<file path="config.mk">
export PLATFORM = sky130hd
export DESIGN_NAME = adcdr_regs
export DESIGN_NICKNAME = d
export VERILOG_FILES = /design/src/rtl/adcdr_pkg.sv /design/src/rtl/adcdr_encode.sv /design/src/rtl/adcdr_regs.sv
export SDC_FILE = /design/constraint.sdc
export NUM_CORES = 1
export LEC_CHECK = 0
export BUFFER_PORTS_ARGS = -buffer_cell sky130_fd_sc_hd__buf_2
export CORE_MARGIN = 4
export CORE_UTILIZATION = 30
export DETAILED_ROUTE_END_ITERATION = 8
export GPL_TIMING_DRIVEN = 0
export PLACE_DENSITY = 0.53
export SYNTH_ARGS = -nofsm -noshare
export SYNTH_HDL_FRONTEND = slang
export SYNTH_SLANG_ARGS = --single-unit
</file>
<file path="constraint.sdc">
create_clock -name mclk -period 2.8 [get_ports mclk]
set_input_delay 0.14 -clock mclk [delete_from_list [all_inputs] [get_ports mclk]]
set_output_delay 0.14 -clock mclk [all_outputs]
set_load 0.05 [all_outputs]
</file>
<file path="src/rtl/adcdr_pkg.sv">
// Constants and carrier types for the conversion data register block.
// Assumes one core clock and a register port driven by the serial engine.
package adcdr_pkg;

    // ------------------------------------------------------------
    // Sizes
    // ------------------------------------------------------------
    localparam int NUM_PORTS = 20;
    localparam int DATA_W = 12;
    localparam int REG_W = 16;
    localparam int ADDR_W = 8;
    localparam int IDX_W = 5;

    // ------------------------------------------------------------
    // Register map
    // ------------------------------------------------------------
    localparam logic [ADDR_W-1:0] OUTPUT_CODE_BASE = 8'h60;
    localparam logic [ADDR_W-1:0] CONV_RESULT_BASE_DEF = 8'h40;
    localparam logic [IDX_W-1:0] LAST_IDX = 5'h13;
    localparam logic [DATA_W-1:0] DATA_RST = 12'h000;
    localparam logic [REG_W-1:0] REG_ZERO = 16'h0000;

    // ------------------------------------------------------------
    // Port configuration word fields
    // ------------------------------------------------------------
    localparam int FUNC_MSB = 15;
    localparam int FUNC_LSB = 12;
    localparam int DATA_MSB = 11;

    localparam logic [3:0] FUNC_OUT_MON = 4'h6;
    localparam logic [3:0] FUNC_SE_IN = 4'h7;
    localparam logic [3:0] FUNC_DIFF_POS = 4'h8;
    localparam logic [3:0] FUNC_DIFF_NEG = 4'h9;
    localparam logic [3:0] FUNC_PSEUDO_NEG = 4'ha;

    // ------------------------------------------------------------
    // Carriers
    // ------------------------------------------------------------
    typedef struct packed {
        logic rd;
        logic wr;
        logic [ADDR_W-1:0] addr;
        logic [REG_W-1:0] wdata;
    } adcdr_req_t;

    typedef struct packed {
        logic valid;
        logic [IDX_W-1:0] port;
        logic [DATA_W-1:0] value;
    } adcdr_conv_t;

endpackage

</file>
<file path="src/rtl/adcdr_encode.sv">
// Result encoder: turns a raw converter word into the stored format.
// Assumes raw words are offset binary, midscale meaning zero input.
module adcdr_encode (
    input wire logic [3:0] port_function_select,
    input wire logic [adcdr_pkg::DATA_W-1:0] raw,
    output logic [adcdr_pkg::DATA_W-1:0] code,
    output logic neg_input
);

    // ------------------------------------------------------------
    // Mode decode
    // ------------------------------------------------------------
    wire logic single_ended;
    wire logic diff_pos;
    wire logic [adcdr_pkg::DATA_W-1:0] twos;

    assign single_ended = (port_function_select == adcdr_pkg::FUNC_OUT_MON) ||
                          (port_function_select == adcdr_pkg::FUNC_SE_IN);
    assign diff_pos = (port_function_select == adcdr_pkg::FUNC_DIFF_POS);
    assign neg_input = (port_function_select == adcdr_pkg::FUNC_DIFF_NEG) ||
                       (port_function_select == adcdr_pkg::FUNC_PSEUDO_NEG);

    // Offset binary to two's complement is an inversion of the top bit
    assign twos = {~raw[adcdr_pkg::DATA_MSB], raw[adcdr_pkg::DATA_MSB-1:0]};

    // ------------------------------------------------------------
    // Output selection
    // ------------------------------------------------------------
    assign code = neg_input ? adcdr_pkg::DATA_RST :
                  diff_pos ? twos :
                  single_ended ? raw :
                  raw;

endmodule

</file>
<file path="src/rtl/adcdr_regs.sv">
// Conversion result and output code registers for twenty ports.
// Assumes the serial engine and port configuration share mclk.
//
// Notes on behaviour
// - Each port has a read-only result register with the 12-bit conversion in bits 11:0.
// - Results of ports in mode 6 or 7 are stored as unsigned straight binary.
// - Results of a positive differential input (mode 8) are stored in two's complement.
// - A port in mode 9 or 10 always reads zero in its result register.
// - Each port has an output code register with a 12-bit level in bits 11:0.
// - Output codes are unsigned straight binary and pass to the converter unchanged.
// - Host writes never change a stored conversion result.
// - The port mode is bits 15:12 of its configuration word; 6 monitor, 7 single-ended.
// - Codes 8, 9 and 10 are positive, negative and pseudo-differential negative inputs.
module adcdr_regs #(
    parameter logic [adcdr_pkg::ADDR_W-1:0] CONV_RESULT_BASE = adcdr_pkg::CONV_RESULT_BASE_DEF
) (
    input wire logic mclk,
    input wire logic rstn,
    input wire adcdr_pkg::adcdr_req_t reg_req,
    output logic [adcdr_pkg::REG_W-1:0] reg_rdata,
    output logic reg_rvalid,
    output logic reg_wr_dropped,
    input wire logic [adcdr_pkg::NUM_PORTS-1:0][adcdr_pkg::REG_W-1:0] port_cfg,
    input wire adcdr_pkg::adcdr_conv_t conv_in,
    output logic [adcdr_pkg::NUM_PORTS-1:0][adcdr_pkg::DATA_W-1:0] output_code
);

    // ------------------------------------------------------------
    // Storage
    // ------------------------------------------------------------
    logic [adcdr_pkg::DATA_W-1:0] conversion_result_r [adcdr_pkg::NUM_PORTS];
    logic [adcdr_pkg::DATA_W-1:0] output_code_r [adcdr_pkg::NUM_PORTS];
    logic [adcdr_pkg::REG_W-1:0] reg_rdata_r;
    logic [adcdr_pkg::REG_W-1:0] reg_rdata_nxt;
    logic reg_rvalid_r;
    logic reg_wr_dropped_r;

    // ------------------------------------------------------------
    // Address decode
    // ------------------------------------------------------------
    wire logic [adcdr_pkg::ADDR_W-1:0] res_off;
    wire logic [adcdr_pkg::ADDR_W-1:0] code_off;
    wire logic [adcdr_pkg::IDX_W-1:0] res_idx;
    wire logic [adcdr_pkg::IDX_W-1:0] code_idx;
    wire logic res_hit;
    wire logic code_hit;

    assign res_off = reg_req.addr - CONV_RESULT_BASE;
    assign code_off = reg_req.addr - adcdr_pkg::OUTPUT_CODE_BASE;
    assign res_idx = res_off[adcdr_pkg::IDX_W-1:0];
    assign code_idx = code_off[adcdr_pkg::IDX_W-1:0];
    assign res_hit = (reg_req.addr >= CONV_RESULT_BASE) &&
                     (res_off[adcdr_pkg::ADDR_W-1:adcdr_pkg::IDX_W] == '0) &&
                     (res_idx <= adcdr_pkg::LAST_IDX);
    assign code_hit = (reg_req.addr >= adcdr_pkg::OUTPUT_CODE_BASE) &&
                      (code_off[adcdr_pkg::ADDR_W-1:adcdr_pkg::IDX_W] == '0) &&
                      (code_idx <= adcdr_pkg::LAST_IDX);

    // ------------------------------------------------------------
    // Incoming conversion
    // ------------------------------------------------------------
    wire logic conv_port_ok;
    wire logic [3:0] conv_func;
    wire logic [adcdr_pkg::DATA_W-1:0] conv_code;

    assign conv_port_ok = conv_in.valid && (conv_in.port <= adcdr_pkg::LAST_IDX);
    // Out-of-range port index falls back to port zero; no store happens then
    assign conv_func = conv_port_ok ?
        port_cfg[conv_in.port][adcdr_pkg::FUNC_MSB:adcdr_pkg::FUNC_LSB] :
        port_cfg[0][adcdr_pkg::FUNC_MSB:adcdr_pkg::FUNC_LSB];

    adcdr_encode u_encode (
        .port_function_select(conv_func),
        .raw(conv_in.value),
        .code(conv_code),
        .neg_input()
    );

    // ------------------------------------------------------------
    // Per-port registers
    // ------------------------------------------------------------
    wire logic [adcdr_pkg::NUM_PORTS-1:0] neg_port;
    wire logic [adcdr_pkg::NUM_PORTS-1:0] conv_take;
    wire logic [adcdr_pkg::NUM_PORTS-1:0] code_wr;

    genvar gi;
    generate
        for (gi = 0; gi < adcdr_pkg::NUM_PORTS; gi++) begin : g_port
            assign neg_port[gi] =
                (port_cfg[gi][adcdr_pkg::FUNC_MSB:adcdr_pkg::FUNC_LSB] ==
                 adcdr_pkg::FUNC_DIFF_NEG) ||
                (port_cfg[gi][adcdr_pkg::FUNC_MSB:adcdr_pkg::FUNC_LSB] ==
                 adcdr_pkg::FUNC_PSEUDO_NEG);
            assign conv_take[gi] = conv_port_ok &&
                                   (conv_in.port == adcdr_pkg::IDX_W'(gi));
            assign code_wr[gi] = reg_req.wr && code_hit &&
                                 (code_idx == adcdr_pkg::IDX_W'(gi));

            // Only the converter path loads results; host writes never reach here
            always_ff @(posedge mclk) begin
                if (!rstn) begin
                    conversion_result_r[gi] <= adcdr_pkg::DATA_RST;
                end else if (neg_port[gi]) begin
                    conversion_result_r[gi] <= adcdr_pkg::DATA_RST;
                end else if (conv_take[gi]) begin
                    conversion_result_r[gi] <= conv_code;
                end
            end

            always_ff @(posedge mclk) begin
                if (!rstn) begin
                    output_code_r[gi] <= adcdr_pkg::DATA_RST;
                end else if (code_wr[gi]) begin
                    output_code_r[gi] <= reg_req.wdata[adcdr_pkg::DATA_MSB:0];
                end
            end

            // Codes go out unsigned, no sign handling on the way
            assign output_code[gi] = output_code_r[gi];
        end
    endgenerate

    // ------------------------------------------------------------
    // Read path
    // ------------------------------------------------------------
    wire logic [adcdr_pkg::DATA_W-1:0] res_sel;
    wire logic [adcdr_pkg::DATA_W-1:0] code_sel;

    // Mode checked at read too, so a freshly changed mode reads zero at once
    assign res_sel = neg_port[res_idx] ? adcdr_pkg::DATA_RST :
                     conversion_result_r[res_idx];
    assign code_sel = output_code_r[code_idx];

    always_comb begin
        reg_rdata_nxt = adcdr_pkg::REG_ZERO;
        if (res_hit) begin
            reg_rdata_nxt = {{(adcdr_pkg::REG_W-adcdr_pkg::DATA_W){1'b0}}, res_sel};
        end else if (code_hit) begin
            reg_rdata_nxt = {{(adcdr_pkg::REG_W-adcdr_pkg::DATA_W){1'b0}}, code_sel};
        end
    end

    always_ff @(posedge mclk) begin
        if (!rstn) begin
            reg_rdata_r <= adcdr_pkg::REG_ZERO;
            reg_rvalid_r <= 1'b0;
            reg_wr_dropped_r <= 1'b0;
        end else begin
            reg_rvalid_r <= reg_req.rd;
            reg_wr_dropped_r <= reg_req.wr && res_hit;
            if (reg_req.rd) begin
                reg_rdata_r <= reg_rdata_nxt;
            end
        end
    end

    assign reg_rdata = reg_rdata_r;
    assign reg_rvalid = reg_rvalid_r;
    assign reg_wr_dropped = reg_wr_dropped_r;

endmodule

</file>
==> impl_metrics.toml <==
[synth]
synth.area.mux_share = 0.150
synth-compound-area-share = 0.0362
synth_top_family_by_area = "simple AND/OR/NAND/NOR gates"
syn_area_per_cell_sq_um = 14.3
synth_xor_area_frac = 0.00807
synthAdderAreaFrac = 0.00106
synth_cell_types = 57
yosys_warnings = 0
synth_flop_cell = "edfxtp_1"
yosysSeqAreaShare = 0.620
ys_ff_latch = 494
synthSimpleGateAreaFrac = 0.155
async_flop_share = 0
synth_area_sq_um = 23700
synth_cells = 1654
synth-edff-count = 480

[timing]
period_needed_ps = 2840
slew_headroom = 0.287
hold_ws_ps = 31.1
drv_slew = 0
grt_setup_unrepaired = "false"
fin_skew_ps = 23.1
finalCritPeriodShare = 1.01
tightest_slew_ps = 1060
setup_ws_ps = -35.2
setup_viol = 7
max_freq_mhz = 353
hold_violations = 0

[run_status]
violations = "setup timing"
outcome = "complete, but fails checks"

[routing]
firstDrtPassIters = 6
num_vias = 17100
detail_route.wl_per_cell_um = 29.9
drt_iter0_markers = 1981
drt.antenna.violating_nets = 0
drc = 0
wirelength_mm = 95.5
routed_via_density = 5.35

[final_layout]
post-route-util = 0.371
fillers = 7556
finalNetCount = 2472
drive_gt1_frac = 0.313
synthToLayoutAreaGrowth_pct = 21.9

[global_routing]
antenna_found_initial = 11
grt_overflow_total = 0
grtUsageTotal = 0.224
grt_pass1_wl_mm = 132
grt_max_degree = 16
grt_pass1_vias = 17200

[power]
power_density_nw_per_um2 = 644
p_leak_nw = 10.6
ir_drop_uv = 544

[place]
dp_slack_ps = -1060
dp_hpwl_mm = 74.6
place.gp.congestion = 0.931
port_buffers = 361

[clock_tree]
cts_buffers = 54
cts_tree = "done"
post-cts-setup-buffer-count = 0
cts_buffer_depth = 3
htree_levels = 2
clk_latency_ps = 620
root_buffer = "clkbuf_16"
clk_pin_slew_worst_paths_ps = 60
numClockSinks = 494

[worst_setup_path]
rr_endpoint = "reg_rdata[2]"
cp-endpoint = "conversion_result_r[7][5]"
critPathKind = "input port to register"
start_kind = "input port"
reg2reg_depth = 4
ff2ff_setup_slack_ps = 320
crit_path_end_kind = "register"
required_ps = 3130
reg2reg_from = "output_code_r[11][2]"
worstPathArrival_ps = 3160
worst-path-max-fanout = 10
crit_start = "port_cfg[302]"

[worst_hold_path]
min_path_cells = 2
min_path_type = "input port to register"

[die]
ioPinCount = 624
num_rows = 102
initial_core_util = 0.305
die_h_um = 289
die_area_sq_um = 83600
coreArea_sq_um = 77800
die-width_um = 289

[job]
cap_violations = 0
-- synth_stat cells (4+ instances only) --
master	number	area (sq um)
nand2b_1	12	75.1
a22oi_1	17	128
nor2_2	7	43.8
nand2_1	49	184
nand3_1	32	160
clkbuf_1	100	375
xor2_1	18	158
edfxtp_1	480	14400
and2_1	323	2020
nor2_1	145	544
o21ai_0	37	185
nand4_1	6	37.5
nor2b_1	34	213
o21ai_1	6	30.0
o2111ai_1	12	105
and4_1	4	35.0
nand3b_1	6	45.0
dfxtp_1	14	280
inv_1	22	82.6
nor3_1	27	135
and3_1	7	43.8
buf_4	10	75.1
a221oi_1	11	96.3
buf_2	23	115
nor4_1	8	50.1
a21oi_1	18	90.1
mux4_2	144	3240
mux2i_1	32	320
or3_1	4	25.0
-- cells by family after synthesis --
| group | Yosys count |
|---|---|
| AO/OA/AOI/OAI | 126 |
| AND/OR/NAND/NOR | 673 |
| flip-flops | 494 |
| multiplexers | 176 |
| XOR/XNOR | 21 |
| adder cells (fa/ha/maj) | 2 |
| other | 1 |
| buffers and inverters | 161 |
-- worst min path at each step --
| stage | startpoint | endpoint | slack, ps |
|---|---|---|---|
| 3_5_place_dp | reg_rdata[1] | reg_rdata[1] | 510 |
| 2_1_floorplan | reg_req[24] | reg_wr_dropped | 290 |
| 5_1_grt | conv_in[9] | conversion_result_r[2][9] | 40 |
| 6_report | conv_in[9] | conversion_result_r[3][9] | 30 |
| 4_1_cts | conv_in[9] | conversion_result_r[3][9] | 2 |
| 3_3_place_gp | reg_req[25] | reg_rdata[9] | 510 |
-- stage by stage --
stage / area (sq um) / instances / TNS (ps) / power, mW
after global routing: 28900 / 3186 / 0 / 19.1
after detailed placement: 27100 / 3081 / -392860 / 11.7
after global placement: 26800 / 3058 / -603900 / 11.6
after floorplan: 23700 / 1657 / 0 / 10.5
final: 28900 / 3193 / -84.1 / 18.6
after CTS: 28900 / 3186 / 0 / 18.6
-- critical path, cell delays in order --
cell     delay (ps)
buf_2           100
nor2b_1         730
mux4_2          430
a41oi_1         150
o31a_1          200
o21ai_0         850
buf_2           440
nor2_1          100
-- registers in the layout, summed over array words and instances (netlist names) --
register	flops
output_code_r	240
reg_rdata	12
reg_rvalid	1
conversion_result_r	240
reg_wr_dropped	1
-- layout by cell type, fill, tap and decap left out, types with 18 or more instances in the layout --
cell type / instances
clkinv_1: 19
xor2_1: 18
buf_4: 25
a21oi_1: 18
mux4_2: 144
inv_1: 22
nand2_1: 49
o21ai_1: 23
buf_2: 383
nor2b_1: 34
edfxtp_1: 480
mux2i_1: 32
nor2_1: 144
and2_1: 323
nand3_1: 23
clkbuf_16: 56
nor3_1: 27
clkbuf_1: 106
-- cell type report --
class / instances / area, sq um / area share
Timing Repair Buffer: 392 / 2090 / 0.0723
Clock inverter: 32 / 269 / 0.00930
Clock buffer: 66 / 1440 / 0.0498
Antenna cell: 7 / 17.5 / 0.000606
Buffer: 138 / 613 / 0.0212
Inverter: 22 / 82.6 / 0.00286
Tap cell: 1040 / 1300 / 0.0450
Sequential cell: 494 / 14700 / 0.508
Multi-Input combinational cell: 1002 / 8410 / 0.291
-- power by group --
part	total, mW	internal, mW	switching [mW]
Clock	7.03	4.00	3.03
Sequential	8.79	8.57	0.214
Combinational	2.81	0.777	2.03
-- repair_timing --
action,4_1_cts,5_1_grt
setup endpoints to repair,298,23
hold buffers,8,0
hold endpoints to repair,33,0
resized for setup,12,5
-- per-layer routing --
| metal | track usage | part of all wire |
|---|---|---|
| met1 | 0.310 | 0.41 |
| met2 | 0.330 | 0.43 |
| met3 | 0.0746 | 0.12 |
| met4 | 0.0770 | 0.036 |
| met5 | 0 | 0.00049 |
No activity file was read; power rests on OpenSTA's default activity.
